==> src/inc/pps_cfg.svh <==
`ifndef PPS_CFG_SVH
`define PPS_CFG_SVH

// Register byte offsets
`define PPS_OFF_DEVCS      8'hC8
`define PPS_OFF_LINKCAP    8'hCC
`define PPS_OFF_IRQ_STAT   8'hE0
`define PPS_OFF_IRQ_MASK   8'hE4

// Device status field positions
`define PPS_ST_ERR_LSB     16
`define PPS_ST_AUX_BIT     20
`define PPS_ST_TP_BIT      21
`define PPS_ST_BYTE_LANE   2

// Reset values
`define PPS_RST_AUX        1'b1
`define PPS_RST_TP         1'b0
`define PPS_RST_SPEED      4'h2
`define PPS_RST_WIDTH_X2   6'h02
`define PPS_RST_WIDTH_X1   6'h01
`define PPS_RST_ASPM       2'h0
`define PPS_RST_L0S        3'h3
`define PPS_RST_L1         3'h0
`define PPS_RST_DLL        1'b0
`define PPS_RST_BWN_DN     1'b1
`define PPS_RST_BWN_UP     1'b0
`define PPS_RST_MASK       4'h0

// Number of error event sources
`define PPS_NUM_ERR        4

`endif

==> src/inc/pps_pkg.sv <==
package pps_pkg;

  // AXI4-Lite response codes
  typedef enum logic [1:0] {
    PPS_RESP_OKAY   = 2'h0,
    PPS_RESP_SLVERR = 2'h2,
    PPS_RESP_DECERR = 2'h3
  } pps_resp_t;

  // Error flag index order in the status word
  typedef enum logic [1:0] {
    PPS_ERR_CORR,
    PPS_ERR_NONFATAL,
    PPS_ERR_FATAL,
    PPS_ERR_UNSUP
  } pps_err_t;

endpackage

==> src/verilog/pps_sync2.sv <==
`timescale 1ns/100ps

// Two-stage synchroniser for a level from outside the clock domain
module pps_sync2 #(
  parameter logic RESET_VAL = 1'b0
) (
  // Clock and reset
  input  wire logic clock,
  input  wire logic resetn,
  // Level in and out
  input  wire logic async_in,
  output logic      sync_q
);

  logic meta_q;  // First stage, read only by second stage

  // Both stages reset to the same value so no false edge leaves reset
  always_ff @(posedge clock or negedge resetn)
  begin
    if (!resetn)
    begin
      meta_q <= RESET_VAL;
      sync_q <= RESET_VAL;
    end
    else
    begin
      meta_q <= async_in;
      sync_q <= meta_q;
    end
  end

endmodule

==> src/verilog/pps_top.sv <==
`timescale 1ns/100ps
`include "pps_cfg.svh"
module pps_top #(
  parameter int unsigned PORT_ID = 0
) (
  // Clock and reset
  input  wire logic        clock,
  input  wire logic        resetn,
  // AXI4-Lite write address
  input  wire logic        s_axi_awvalid,
  output logic             s_axi_awready,
  input  wire logic [7:0]  s_axi_awaddr,
  // AXI4-Lite write data
  input  wire logic        s_axi_wvalid,
  output logic             s_axi_wready,
  input  wire logic [31:0] s_axi_wdata,
  input  wire logic [3:0]  s_axi_wstrb,
  // AXI4-Lite write response
  output logic             s_axi_bvalid,
  input  wire logic        s_axi_bready,
  output logic [1:0]       s_axi_bresp,
  // AXI4-Lite read address
  input  wire logic        s_axi_arvalid,
  output logic             s_axi_arready,
  input  wire logic [7:0]  s_axi_araddr,
  // AXI4-Lite read data
  output logic             s_axi_rvalid,
  input  wire logic        s_axi_rready,
  output logic [31:0]      s_axi_rdata,
  output logic [1:0]       s_axi_rresp,
  // Error detection pulses from the port core
  input  wire logic        err_corr,
  input  wire logic        err_nonfatal,
  input  wire logic        err_fatal,
  input  wire logic        err_unsup,
  // Aux power sense pin
  input  wire logic        aux_power_pin,
  // Capability override from SMBus or EEPROM loader
  input  wire logic        ovr_valid,
  input  wire logic [1:0]  ovr_aspm,
  input  wire logic [2:0]  ovr_l0s,
  input  wire logic [2:0]  ovr_l1,
  input  wire logic [7:0]  ovr_port_num,
  // Interrupt
  output logic             irq
);

  localparam int NE = `PPS_NUM_ERR;  // Error sources

  // Port dependent reset values, fixed at elaboration
  localparam logic [5:0] RST_WIDTH = (PORT_ID == 0) ? `PPS_RST_WIDTH_X2 : `PPS_RST_WIDTH_X1;
  localparam logic       RST_BWN   = (PORT_ID == 0) ? `PPS_RST_BWN_UP : `PPS_RST_BWN_DN;
  localparam logic [7:0] RST_PNUM  = PORT_ID[7:0];

  // Write channel state
  logic             aw_held_q;   // Address accepted, waiting for data
  logic             w_held_q;    // Data accepted, waiting for address
  logic [7:0]       awaddr_q;    // Held write address
  logic [31:0]      wdata_q;     // Held write data
  logic [3:0]       wstrb_q;     // Held write strobes
  logic             awready_q;
  logic             wready_q;
  logic             bvalid_q;
  logic [1:0]       bresp_q;
  // Read channel state
  logic             arready_q;
  logic             rvalid_q;
  logic [31:0]      rdata_q;
  logic [1:0]       rresp_q;

  // Capability fields
  logic [1:0]       aspm_q;
  logic [2:0]       l0s_q;
  logic [2:0]       l1_q;
  logic [7:0]       pnum_q;

  // Status and interrupt state
  logic [NE-1:0]    err_flag;    // Sticky error flags
  logic [NE-1:0]    err_evt;     // Error events this cycle
  logic [NE-1:0]    err_clr;     // Write-one clears this cycle
  logic             aux_sync_q;  // Synchronised aux power level
  logic [NE-1:0]    irq_stat_q;  // Interrupt status, clear on read
  logic [NE-1:0]    irq_stat_d;
  logic [NE-1:0]    irq_mask_q;  // Interrupt enables
  logic [NE-1:0]    irq_mask_d;
  logic             irq_q;

  // Handshake terms
  logic             aw_take;
  logic             w_take;
  logic             aw_have;
  logic             w_have;
  logic             do_write;
  logic [7:0]       waddr;
  logic [31:0]      wdata;
  logic [3:0]       wstrb;
  logic             aw_held_d;
  logic             w_held_d;
  logic             bvalid_d;
  logic             ar_take;
  logic             rvalid_d;
  logic [31:0]      rd_word;
  logic [1:0]       rd_resp;
  logic [1:0]       wr_resp;

  // Assembled register words
  logic [31:0]      devcs_word;
  logic [31:0]      linkcap_word;

  assign err_evt = {err_unsup, err_fatal, err_nonfatal, err_corr};

  // Aux power sense comes from a pin, so synchronise it
  // aux power sense
  pps_sync2 #(
    .RESET_VAL (`PPS_RST_AUX)
  ) u_aux_sync (
    .clock    (clock),
    .resetn   (resetn),
    .async_in (aux_power_pin),
    .sync_q   (aux_sync_q)
  );

  // One sticky flag per error source
  genvar gi;
  generate
    for (gi = 0; gi < NE; gi++)
    begin : g_err
      pps_w1c_flag u_flag (
        .clock  (clock),
        .resetn (resetn),
        .set    (err_evt[gi]),
        .clr    (err_clr[gi]),
        .flag_q (err_flag[gi])
      );
    end
  endgenerate

  // Write handshake: address and data may arrive in either order
  always_comb
  begin
    aw_take   = s_axi_awvalid & awready_q;
    w_take    = s_axi_wvalid & wready_q;
    aw_have   = aw_held_q | aw_take;
    w_have    = w_held_q | w_take;
    do_write  = aw_have & w_have;
    waddr     = aw_held_q ? awaddr_q : s_axi_awaddr;
    wdata     = w_held_q ? wdata_q : s_axi_wdata;
    wstrb     = w_held_q ? wstrb_q : s_axi_wstrb;
    aw_held_d = aw_have & ~do_write;
    w_held_d  = w_have & ~do_write;
    bvalid_d  = do_write | (bvalid_q & ~s_axi_bready);
  end

  // Write decode: clear strobes, mask update, response code
  always_comb
  begin
    err_clr    = '0;
    irq_mask_d = irq_mask_q;
    wr_resp    = pps_pkg::PPS_RESP_OKAY;
    if (do_write)
    begin
      unique case (waddr)
        `PPS_OFF_DEVCS:
        begin
          if (wstrb[`PPS_ST_BYTE_LANE])
            err_clr = wdata[`PPS_ST_ERR_LSB +: NE];
        end
        `PPS_OFF_LINKCAP:  wr_resp = pps_pkg::PPS_RESP_OKAY;
        `PPS_OFF_IRQ_STAT: wr_resp = pps_pkg::PPS_RESP_OKAY;
        `PPS_OFF_IRQ_MASK:
        begin
          if (wstrb[0])
            irq_mask_d = wdata[NE-1:0];
        end
        // Unmapped address
        default: wr_resp = pps_pkg::PPS_RESP_DECERR;
      endcase
    end
  end

  // Write channel registers; ready drops while a response waits
  always_ff @(posedge clock or negedge resetn)
  begin
    if (!resetn)
    begin
      aw_held_q <= 1'b0;
      w_held_q  <= 1'b0;
      awaddr_q  <= 8'h00;
      wdata_q   <= 32'h00000000;
      wstrb_q   <= 4'h0;
      awready_q <= 1'b1;
      wready_q  <= 1'b1;
      bvalid_q  <= 1'b0;
      bresp_q   <= pps_pkg::PPS_RESP_OKAY;
    end
    else
    begin
      aw_held_q <= aw_held_d;
      w_held_q  <= w_held_d;
      if (aw_take)
        awaddr_q <= s_axi_awaddr;
      if (w_take)
      begin
        wdata_q <= s_axi_wdata;
        wstrb_q <= s_axi_wstrb;
      end
      awready_q <= ~aw_held_d & ~bvalid_d;
      wready_q  <= ~w_held_d & ~bvalid_d;
      bvalid_q  <= bvalid_d;
      if (do_write)
        bresp_q <= wr_resp;
    end
  end

  // Device status word; control half lives elsewhere and reads zero
  always_comb
  begin
    devcs_word = 32'h00000000;
    devcs_word[`PPS_ST_ERR_LSB +: NE] = err_flag;
    devcs_word[`PPS_ST_AUX_BIT] = aux_sync_q;
    devcs_word[`PPS_ST_TP_BIT] = `PPS_RST_TP;
  end

  // Link capabilities word
  always_comb
  begin
    linkcap_word = {pnum_q, 2'h0, RST_BWN, `PPS_RST_DLL, 2'h0,
                    l1_q, l0s_q, aspm_q, RST_WIDTH, `PPS_RST_SPEED};
  end

  // Capability overrides; loader pulses ovr_valid with new fields
  always_ff @(posedge clock or negedge resetn)
  begin
    if (!resetn)
    begin
      aspm_q <= `PPS_RST_ASPM;
      l0s_q  <= `PPS_RST_L0S;
      l1_q   <= `PPS_RST_L1;
      pnum_q <= RST_PNUM;
    end
    else if (ovr_valid)
    begin
      aspm_q <= ovr_aspm;
      l0s_q  <= ovr_l0s;
      l1_q   <= ovr_l1;
      pnum_q <= ovr_port_num;
    end
  end

  // Read handshake; one read in flight, answer next cycle
  always_comb
  begin
    ar_take  = s_axi_arvalid & arready_q;
    rvalid_d = ar_take | (rvalid_q & ~s_axi_rready);
  end

  // Read mux
  always_comb
  begin
    rd_word = 32'h00000000;
    rd_resp = pps_pkg::PPS_RESP_OKAY;
    unique case (s_axi_araddr)
      `PPS_OFF_DEVCS:    rd_word = devcs_word;
      `PPS_OFF_LINKCAP:  rd_word = linkcap_word;
      `PPS_OFF_IRQ_STAT: rd_word = {{(32-NE){1'b0}}, irq_stat_q};
      `PPS_OFF_IRQ_MASK: rd_word = {{(32-NE){1'b0}}, irq_mask_q};
      // Unmapped reads return zero with decode error
      default:           rd_resp = pps_pkg::PPS_RESP_DECERR;
    endcase
  end

  // Read channel registers
  always_ff @(posedge clock or negedge resetn)
  begin
    if (!resetn)
    begin
      arready_q <= 1'b1;
      rvalid_q  <= 1'b0;
      rdata_q   <= 32'h00000000;
      rresp_q   <= pps_pkg::PPS_RESP_OKAY;
    end
    else
    begin
      arready_q <= ~rvalid_d;
      rvalid_q  <= rvalid_d;
      if (ar_take)
      begin
        rdata_q <= rd_word;
        rresp_q <= rd_resp;
      end
    end
  end

  // Interrupt status: events set, a read clears; set wins a tie
  always_comb
  begin
    irq_stat_d = irq_stat_q;
    if (ar_take && (s_axi_araddr == `PPS_OFF_IRQ_STAT))
      irq_stat_d = '0;
    irq_stat_d = irq_stat_d | err_evt;
  end

  // Interrupt registers; output follows next state to stay a flop
  always_ff @(posedge clock or negedge resetn)
  begin
    if (!resetn)
    begin
      irq_stat_q <= '0;
      irq_mask_q <= `PPS_RST_MASK;
      irq_q      <= 1'b0;
    end
    else
    begin
      irq_stat_q <= irq_stat_d;
      irq_mask_q <= irq_mask_d;
      irq_q      <= |(irq_stat_d & irq_mask_d);
    end
  end

  // Outputs straight from flops
  assign s_axi_awready = awready_q;
  assign s_axi_wready  = wready_q;
  assign s_axi_bvalid  = bvalid_q;
  assign s_axi_bresp   = bresp_q;
  assign s_axi_arready = arready_q;
  assign s_axi_rvalid  = rvalid_q;
  assign s_axi_rdata   = rdata_q;
  assign s_axi_rresp   = rresp_q;
  assign irq           = irq_q;

endmodule

==> src/verilog/pps_w1c_flag.sv <==
`timescale 1ns/100ps

// Sticky flag: hardware sets, software clears; set wins a tie
module pps_w1c_flag (
  // Clock and reset
  input  wire logic clock,
  input  wire logic resetn,
  // Set and clear strobes
  input  wire logic set,
  input  wire logic clr,
  // Flag state
  output logic      flag_q
);

  // Set checked first so an event in the clearing cycle is kept
  always_ff @(posedge clock or negedge resetn)
  begin
    if (!resetn)
      flag_q <= 1'b0;
    else if (set)
      flag_q <= 1'b1;
    else if (clr)
      flag_q <= 1'b0;
  end

endmodule
==> config.mk <==
export PLATFORM = sky130hd
export DESIGN_NAME = pps_top
export DESIGN_NICKNAME = d
export VERILOG_FILES = /design/src/inc/pps_pkg.sv /design/src/verilog/pps_sync2.sv /design/src/verilog/pps_top.sv /design/src/verilog/pps_w1c_flag.sv
export VERILOG_INCLUDE_DIRS = /design/src /design/src/inc
export SDC_FILE = /design/constraint.sdc
export NUM_CORES = 1
export LEC_CHECK = 0
export BUFFER_PORTS_ARGS = -buffer_cell sky130_fd_sc_hd__buf_2
export CAP_MARGIN = 30
export CORE_ASPECT_RATIO = 1.1
export CORE_MARGIN = 2
export CORE_UTILIZATION = 49
export CTS_CLUSTER_SIZE = 20
export DETAILED_ROUTE_END_ITERATION = 6
export MAX_ROUTING_LAYER = met4
export PLACE_DENSITY_LB_ADDON = 0.2
export SYNTH_ARGS = -nofsm -noshare
export SYNTH_HDL_FRONTEND = slang
export SYNTH_SLANG_ARGS = --single-unit
==> constraint.sdc <==
create_clock -name clock -period 2.85 [get_ports clock]
set_input_delay 0.57 -clock clock [delete_from_list [all_inputs] [get_ports clock]]
set_output_delay 0.57 -clock clock [all_outputs]
set_load 0.02 [all_outputs]
## Word level (Yosys, flattened, before mapping)

Cells that the tools add are included.

- Register bits: 105
- Logic and storage cells: 86
- Input port bits: 81
- Output and inout port bits: 42

- Multiplexer cells: 21
- Bitwise logic cells: 23
- Equal/unequal tests: 8
- Reductions and logical operators: 8

Operators by type and width:

| kind | number |
|---|---|
| 32-bit case mux with 4 select lines | 1 |
| 8-bit equality test, second input constant | 8 |
| 4-bit 2-to-1 mux | 7 |
| 20-bit 2-to-1 mux | 1 |
| 4-bit OR reduction | 3 |
| 1-bit bitwise AND | 10 |
| 1-bit 2-to-1 mux | 8 |
| 8-bit 2-to-1 mux | 1 |
| 2-bit nonzero test | 4 |
| 1-bit inverter | 7 |
| 4-bit bitwise AND | 1 |
| 2-bit 2-to-1 mux | 2 |
| 1-bit OR | 4 |
| 4-bit OR | 1 |
| 3-bit 2-to-1 mux | 1 |
| 1-bit logical AND | 1 |

## Logic depth before layout (Yosys ltp)

Gate-level depths: netlist of the first run.

- Depth in word-level cells: 7
- Depth in mapped cells: 6
- Depth with buffers taken out: 5

## By module

Synthesis of the first run repeated with hierarchy kept, for this count alone.

- Cell total of the unflattened synthesis: 275
- Area total of the unflattened synthesis: 3497.1 µm²

Modules (own cells, without submodules):

| module | instances | area an instance (µm²) | sequential area each (µm²) | cells each |
|---|---|---|---|---|
| pps_top | 1 | 3299.4 | 1908.1 | 261 |
| pps_w1c_flag | 4 | 36.3 | 25.0 | 3 |
| pps_sync2 | 1 | 52.6 | 52.6 | 2 |

## Worst setup path before layout of the first run

Ideal clock, no wire load.

- Path type: input to register
- Start: in s_axi_awaddr[3]
- End: reg irq_q, in the netlist irq
- Cell stages on the path: 5
- Arrival time: 2.504 ns
- Setup slack: 0.220 ns
- Buffers on the path: 0
- Required time: 2.724 ns
- Setup time: 0.126 ns
- Cell sequence: or4bb_1 a222oi_1 and2_4 mux2_1 a221o_1

- Longest elaborated chain between the ends: 6

Ends and longest elaborated chain:

| item | RTL line | text |
|---|---|---|
| from (decl) | pps_top.sv:12 | `input wire logic [7:0] s_axi_awaddr,` |
| 8-bit 2-to-1 mux | pps_top.sv:146 | `waddr = aw_held_q ? awaddr_q : s_axi_awaddr;` |
| 8-bit equality test | pps_top.sv:162 | `unique case (waddr)` |
| 4-bit 2-to-1 mux | pps_top.sv:162 |  |
| 4-bit 2-to-1 mux | pps_top.sv:160 | `if (do_write)` |
| via irq_mask_d[0] | pps_top.sv:85 | `logic [NE-1:0] irq_mask_d;` |
| 4-bit bitwise AND | pps_top.sv:316 | `irq_q <= \|(irq_stat_d & irq_mask_d);` |
| 4-bit OR reduction | pps_top.sv:316 |  |
| to (signal assigned) | pps_top.sv:316 |  |
| to (decl) | pps_top.sv:86 | `logic irq_q;` |

The timed path passes the listed nets, and every way through them passes these cells.
A chain may end at the register's enable or synchronous reset.

## Worst setup path in the final report of the first run

- Start: reg aw_held_q
- End: reg irq_q, in the netlist irq

- Longest elaborated chain between the ends: 6
- Elaborated cells between the ends (all ways): 8
- Classes of those cells: 1 x eq/ne; 3 x mux; 3 x bitwise; 1 x reduce/logical

Ends and longest elaborated chain:

| item | RTL line | text |
|---|---|---|
| from (decl) | pps_top.sv:56 | `logic aw_held_q;` |
| from (signal assigned) | pps_top.sv:198 | `aw_held_q <= aw_held_d;` |
| 8-bit 2-to-1 mux | pps_top.sv:146 |  |
| 8-bit equality test | pps_top.sv:162 |  |
| 4-bit 2-to-1 mux | pps_top.sv:162 |  |
| 4-bit 2-to-1 mux (*) | pps_top.sv:160 |  |
| via irq_mask_d[0] | pps_top.sv:85 |  |
| 4-bit bitwise AND (*) | pps_top.sv:316 |  |
| 4-bit OR reduction (*) | pps_top.sv:316 |  |

Mark *: on every way through the listed nets, which the timed path passes. The rest lies on a longest branch.

==> results of run 1 <==
stage by stage:
stage / hold slack (ns) / power (µW)
after floorplan: 0.274 / 2100
after global placement: 0.354 / 2280
after detailed placement: 0.351 / 2310
after CTS: 0.198 / 3160
after global routing: 0.219 / 3300
final: 0.188 / 3120
synthesized netlist by cell type (2+ instances only):
library cell / count
nand4b_1: 3
a21oi_1: 8
dfrtp_1: 75
clkbuf_1: 7
a22o_1: 19
nand2_1: 16
nand2b_1: 6
a32o_1: 2
mux2_2: 36
mux2i_1: 15
or3_1: 2
o22ai_1: 2
buf_4: 10
dfstp_2: 7
a21o_1: 2
inv_1: 7
o41ai_1: 2
nand4bb_1: 2
o21ai_1: 11
nor2b_1: 3
or2_1: 2
nor2_1: 6
o21ai_0: 3
flip-flops by register name, indices dropped and copies added, names as in the netlist, 2 cells and up:
signal               count
l1_q                     3
irq_mask_q               4
wdata_q                  8
l0s_q                    3
wstrb_q                  2
pnum_q                   8
aspm_q                   2
s_axi_rdata             24
g_err.u_flag.flag_q      4
awaddr_q                 8
irq_stat_q               4
final cells by class:
class | count | area (µm²)
Inverter | 7 | 26.3
Tap cell | 85 | 106
Multi-Input combinational cell | 165 | 1280
Fill cell | 616 | 2740
Sequential cell | 82 | 2060
Timing Repair Buffer | 95 | 508
Clock inverter | 7 | 76.3
Clock buffer | 9 | 124
kinds of logic (layout without fill, tap and decap cells):
kind of cell,after synthesis,after routing
DFF,82,82
AOI/OAI and AO/OA,55,55
muxes,52,52
and+or+nand+nor,50,50
buffers and inverters,26,118
other,1,8
routing by layer:
layer | vias to the layer above | wire length, µm
li1 | 1144 | -
met1 | 1127 | 2920
met2 | 58 | 3150
met3 | 8 | 284
met4 | 0 | 81
met5 | - | 0
worst paths after layout:
path	depth (start not counted)	from	endpoint	slack (ns)
min in group clock	1	aux_power_pin	u_aux_sync.meta_q$_DFF_PN1_	0.32
min	1	resetn	s_axi_rresp[0]$_DFFE_PN0N_	0.19
max reg2reg	5	aw_held_q$_DFF_PN0_	irq$_DFF_PN0_	0.41
max	5	aw_held_q$_DFF_PN0_	irq$_DFF_PN0_	0.41
max in group asynchronous	3	resetn	l0s_q[1]$_DFFE_PN1P_	1.87
min reg2reg	0	u_aux_sync.meta_q$_DFF_PN1_	u_aux_sync.sync_q$_DFF_PN1_	0.36
critical path, cell delays in order (launching register included):
cell      delay (ns)
dfrtp_1         0.51
or4bb_1         0.55
a222oi_1        0.35
and2_4          0.26
mux2_1          0.34
a221o_1         0.33
power by group:
| part | leakage (µW) | switching, µW | internal, µW |
|---|---|---|---|
| Clock | 0.0000962 | 428 | 411 |
| Sequential | 0.000996 | 145 | 1400 |
| Combinational | 0.000928 | 369 | 372 |
==> flow_summary.ini, run 1 <==
[outcome]
status = finished clean

[critical_path]
end_kind = flip-flop
worstPathArrival_ns = 2.67
crit_fanout = 13
cp.required_ns = 3.08
setup.worst_path.class = reg -> reg
startpoint_type = flip-flop

[synthesis]
synth_area_um2 = 3460
synthArstFlopShare = 1.00
synthTopCellsByArea = dfrtp_1, mux2_2, dfstp_2, a22o_1, mux2i_1
ys_seq_area_frac = 0.595
synth-xor-area-share = 0
yosys_warnings = 0
synth-seq-cells = 82
synthSimpleGateAreaFrac = 0.0842
synth_area_per_cell_um2 = 13.0
synth_mux_area_frac = 0.164
synth_top_area_frac = 0.542
synth-edff-count = 0
syn_inst = 266
synth_top_family_by_area = multiplexers
synthAdderAreaFrac = 0
synth_compound_area_frac = 0.114
yosys_most_used_dff = dfrtp_1
yosysTopAreaCell = dfrtp_1
synth.distinct_cells = 43

[grt]
met1_usage = 0.230
use_met3 = 0.0324
busiest_layer = met2
grt.total_usage = 0.181
overflow = 0
antenna_found_initial = 0
grt_max_degree = 44
grt_pass1_vias = 2347
use_met2 = 0.291
grt_pass1_wl_mm = 10.9

[finish]
final_area_um2 = 4180
final_cells = 450
mostFrequentLayoutCell = buf_2
nets = 441
num_antenna_cells = 0
drive_gt1_frac = 0.430
final_cell_mix = buf_2, dfrtp_1, mux2_2, a22o_1, nand2_1
final_util = 0.604
syn2layout_area_growth_pct = 20.9

[timing]
tightest_slew_ns = 0.691
rsz0062_at_grt = false
setup_violations = 0
skew_ns = 0.00877
min_period_ns = 2.44
slew_viol_final = 0
fin_crit_sh = 0.856
finalHoldViolations = 0
fmax_mhz = 410
maxSlewHeadroom = 0.536
setup_tns_ns = 0
fin_ws_ns = 0.410

[die]
ios = 123
die_w_um = 84.1
die_height_um = 92.1
rows = 32
core_um2 = 6930
start_util = 0.500
die-area_um2 = 7750

[clocking]
postCtsSetupBuffers = 0
cts_sinks = 82
cts_hold_buf = 0
cts_tree = built
cts_max_level = 3
numCtsBuffers = 9
post_cts_resized = 0
clk_path_buf_depth = 2
clkSlewWorstSetupHoldPaths_ns = 0.08
clkLatencyLatePin_ns = 0.35
root_buffer = clkbuf_8

[place]
gp_congestion = 0.706
place_hpwl_mm = 4.76
portBuffers = 88
placed_cell_area_um2 = 3980
dp_slack_ns = 0.248
dp.cells = 434

[route]
first_pass_iters = 4
drt_wl_total_mm = 6.43
avgRoutedWirePerCell_um = 14.3
postRouteAntennaNets = 0
drc = 0
via_per_inst = 5.19
drt_iter0_markers = 68
vias = 2337

[flow_run]
drv_cap = 0

[worst_hold_path]
holdCritPathClass = in -> async

[power_and_ir_drop]
ir_drop_mv = 0.604
p_leak_uw = 0.00202
powerDensity_nw_per_um2 = 746
Power figures use the tool's default switching activity.
==> inputs of run 2 (changes only) <==
==> constraint.sdc (replaced) <==
create_clock -name clock -period 2.85 [get_ports clock]
set_input_delay 0.855 -clock clock [delete_from_list [all_inputs] [get_ports clock]]
set_output_delay 0.855 -clock clock [all_outputs]
set_load 0.02 [all_outputs]
==> run 2 against run 1 <==
Largest power group unchanged. Sequential share of layout area shrank 0.37 points. Cell area grew 0.75%. Fmax shrank 3.1%. Critical endpoint unchanged. Wire length grew 1.6%. Register-to-register slack lost 0.03 ns.
==> flow_summary.ini, run 2 (same netlist as run 1, synthesis figures left out) <==
[place]
dp_slack_ns = -0.0291
placed_cell_area_um2 = 3990
place_hpwl_mm = 4.89
portBuffers = 88
gp_congestion = 0.790

[critical_path]
reg2reg_setup_slack_ns = 0.38
setup.worst_path.class = in -> reg
r2r_start = aw_held_q$_DFF_PN0_
ff2ff_path_depth = 5
worstPathArrival_ns = 2.74
cp.required_ns = 3.08
critPathCapture = irq$_DFF_PN0_
startpoint_type = input port
crit_fanout = 4
rr_endpoint = irq$_DFF_PN0_
end_kind = flip-flop
cp-startpoint = s_axi_awaddr[3]

[grt]
antenna_found_initial = 0
overflow = 0
grt.total_usage = 0.188
grt_pass1_vias = 2301
grt_pass1_wl_mm = 11.2
grt_max_degree = 41

[route]
first_pass_iters = 4
postRouteAntennaNets = 0
vias = 2322
avgRoutedWirePerCell_um = 14.5
drt_iter0_markers = 88
via_per_inst = 5.16
drt_wl_total_mm = 6.54
drc = 0

[timing]
fin_ws_ns = 0.333
fin_crit_sh = 0.883
setup_violations = 0
slew_viol_final = 0
maxSlewHeadroom = 0.650
rsz0062_at_grt = false
fmax_mhz = 397
min_period_ns = 2.52
finalHoldViolations = 0
skew_ns = 0.00485
tightest_slew_ns = 0.524

[clocking]
cts_tree = built
cts_max_level = 3
clkSlewWorstSetupHoldPaths_ns = 0.08
post_cts_resized = 0
postCtsSetupBuffers = 0
cts_sinks = 82
clkLatencyLatePin_ns = 0.34
numCtsBuffers = 9
clk_path_buf_depth = 2
cts_hold_buf = 0
root_buffer = clkbuf_8

[die]
ios = 123
core_um2 = 6930
start_util = 0.500
die-area_um2 = 7750
rows = 32
die_w_um = 84.1
die_height_um = 92.1

[power_and_ir_drop]
p_leak_uw = 0.00204
internal_power_uw = 2280
clockPowerShare = 0.290
swShare = 0.286
power.switching_uw = 916
powerDensity_nw_per_um2 = 759
power_uw = 3200
seqPwrFrac = 0.484
share_comb_of_total_power = 0.226
ir_drop_mv = 0.652

[finish]
mostFrequentLayoutCell = buf_2
final_cell_mix = buf_2, dfrtp_1, mux2_2, a22o_1, nand2_1
nets = 441
largest_register_ffs = 24
syn2layout_area_growth_pct = 21.8
final_util = 0.609
drive_gt1_frac = 0.433
final_area_um2 = 4220
num_antenna_cells = 0

[flow_run]
drv_cap = 0

[outcome]
status = finished clean

[worst_hold_path]
holdCritPathClass = reg -> reg
-- run 2: worst max-delay path, stage by stage --
cell	delay, ns
buf_2	0.12
or4bb_1	0.48
a222oi_1	0.41
and2_4	0.26
mux2_4	0.31
a221o_1	0.31
-- run 2: worst min path at each step --
stage / depth (start not counted) / end / from
2_1_floorplan: 0 / u_aux_sync.sync_q$_DFF_PN1_ / u_aux_sync.meta_q$_DFF_PN1_
3_3_place_gp: 0 / u_aux_sync.sync_q$_DFF_PN1_ / u_aux_sync.meta_q$_DFF_PN1_
3_5_place_dp: 0 / u_aux_sync.sync_q$_DFF_PN1_ / u_aux_sync.meta_q$_DFF_PN1_
4_1_cts: 0 / u_aux_sync.sync_q$_DFF_PN1_ / u_aux_sync.meta_q$_DFF_PN1_
5_1_grt: 0 / u_aux_sync.sync_q$_DFF_PN1_ / u_aux_sync.meta_q$_DFF_PN1_
6_report: 0 / u_aux_sync.sync_q$_DFF_PN1_ / u_aux_sync.meta_q$_DFF_PN1_
-- run 2: layout make-up --
| class | count | area [µm²] |
|---|---|---|
| Fill cell | 579 | 2710 |
| Sequential cell | 82 | 2060 |
| Multi-Input combinational cell | 165 | 1290 |
| Timing Repair Buffer | 95 | 508 |
| Clock buffer | 10 | 138 |
| Tap cell | 85 | 106 |
| Clock inverter | 6 | 90.1 |
| Inverter | 7 | 26.3 |
-- run 2: layer usage --
layer,GRT usage,up-vias,wire (µm)
met3,0.0468,4,355
met1,0.257,1120,2990
met5,-,-,0
met4,0.0524,0,58
li1,-,1136,-
met2,0.281,62,3130
-- run 2: power by group through the flow --
stage	logic, µW	clock network, µW	registers [µW]
6_report	723	926	1550
4_1_cts	736	955	1550
3_5_place_dp	734	0	1570
2_1_floorplan	530	0	1570
5_1_grt	795	1020	1580
3_3_place_gp	718	0	1560
-- run 2: stage by stage --
stage | TNS, ns | hold slack (ns) | std cells
3_5_place_dp | -0.0291 | 0.349 | 434
5_1_grt | 0 | 0.369 | 450
4_1_cts | 0 | 0.367 | 450
2_1_floorplan | 0 | 0.345 | 273
3_3_place_gp | -0.0176 | 0.347 | 434
6_report | 0 | 0.357 | 450
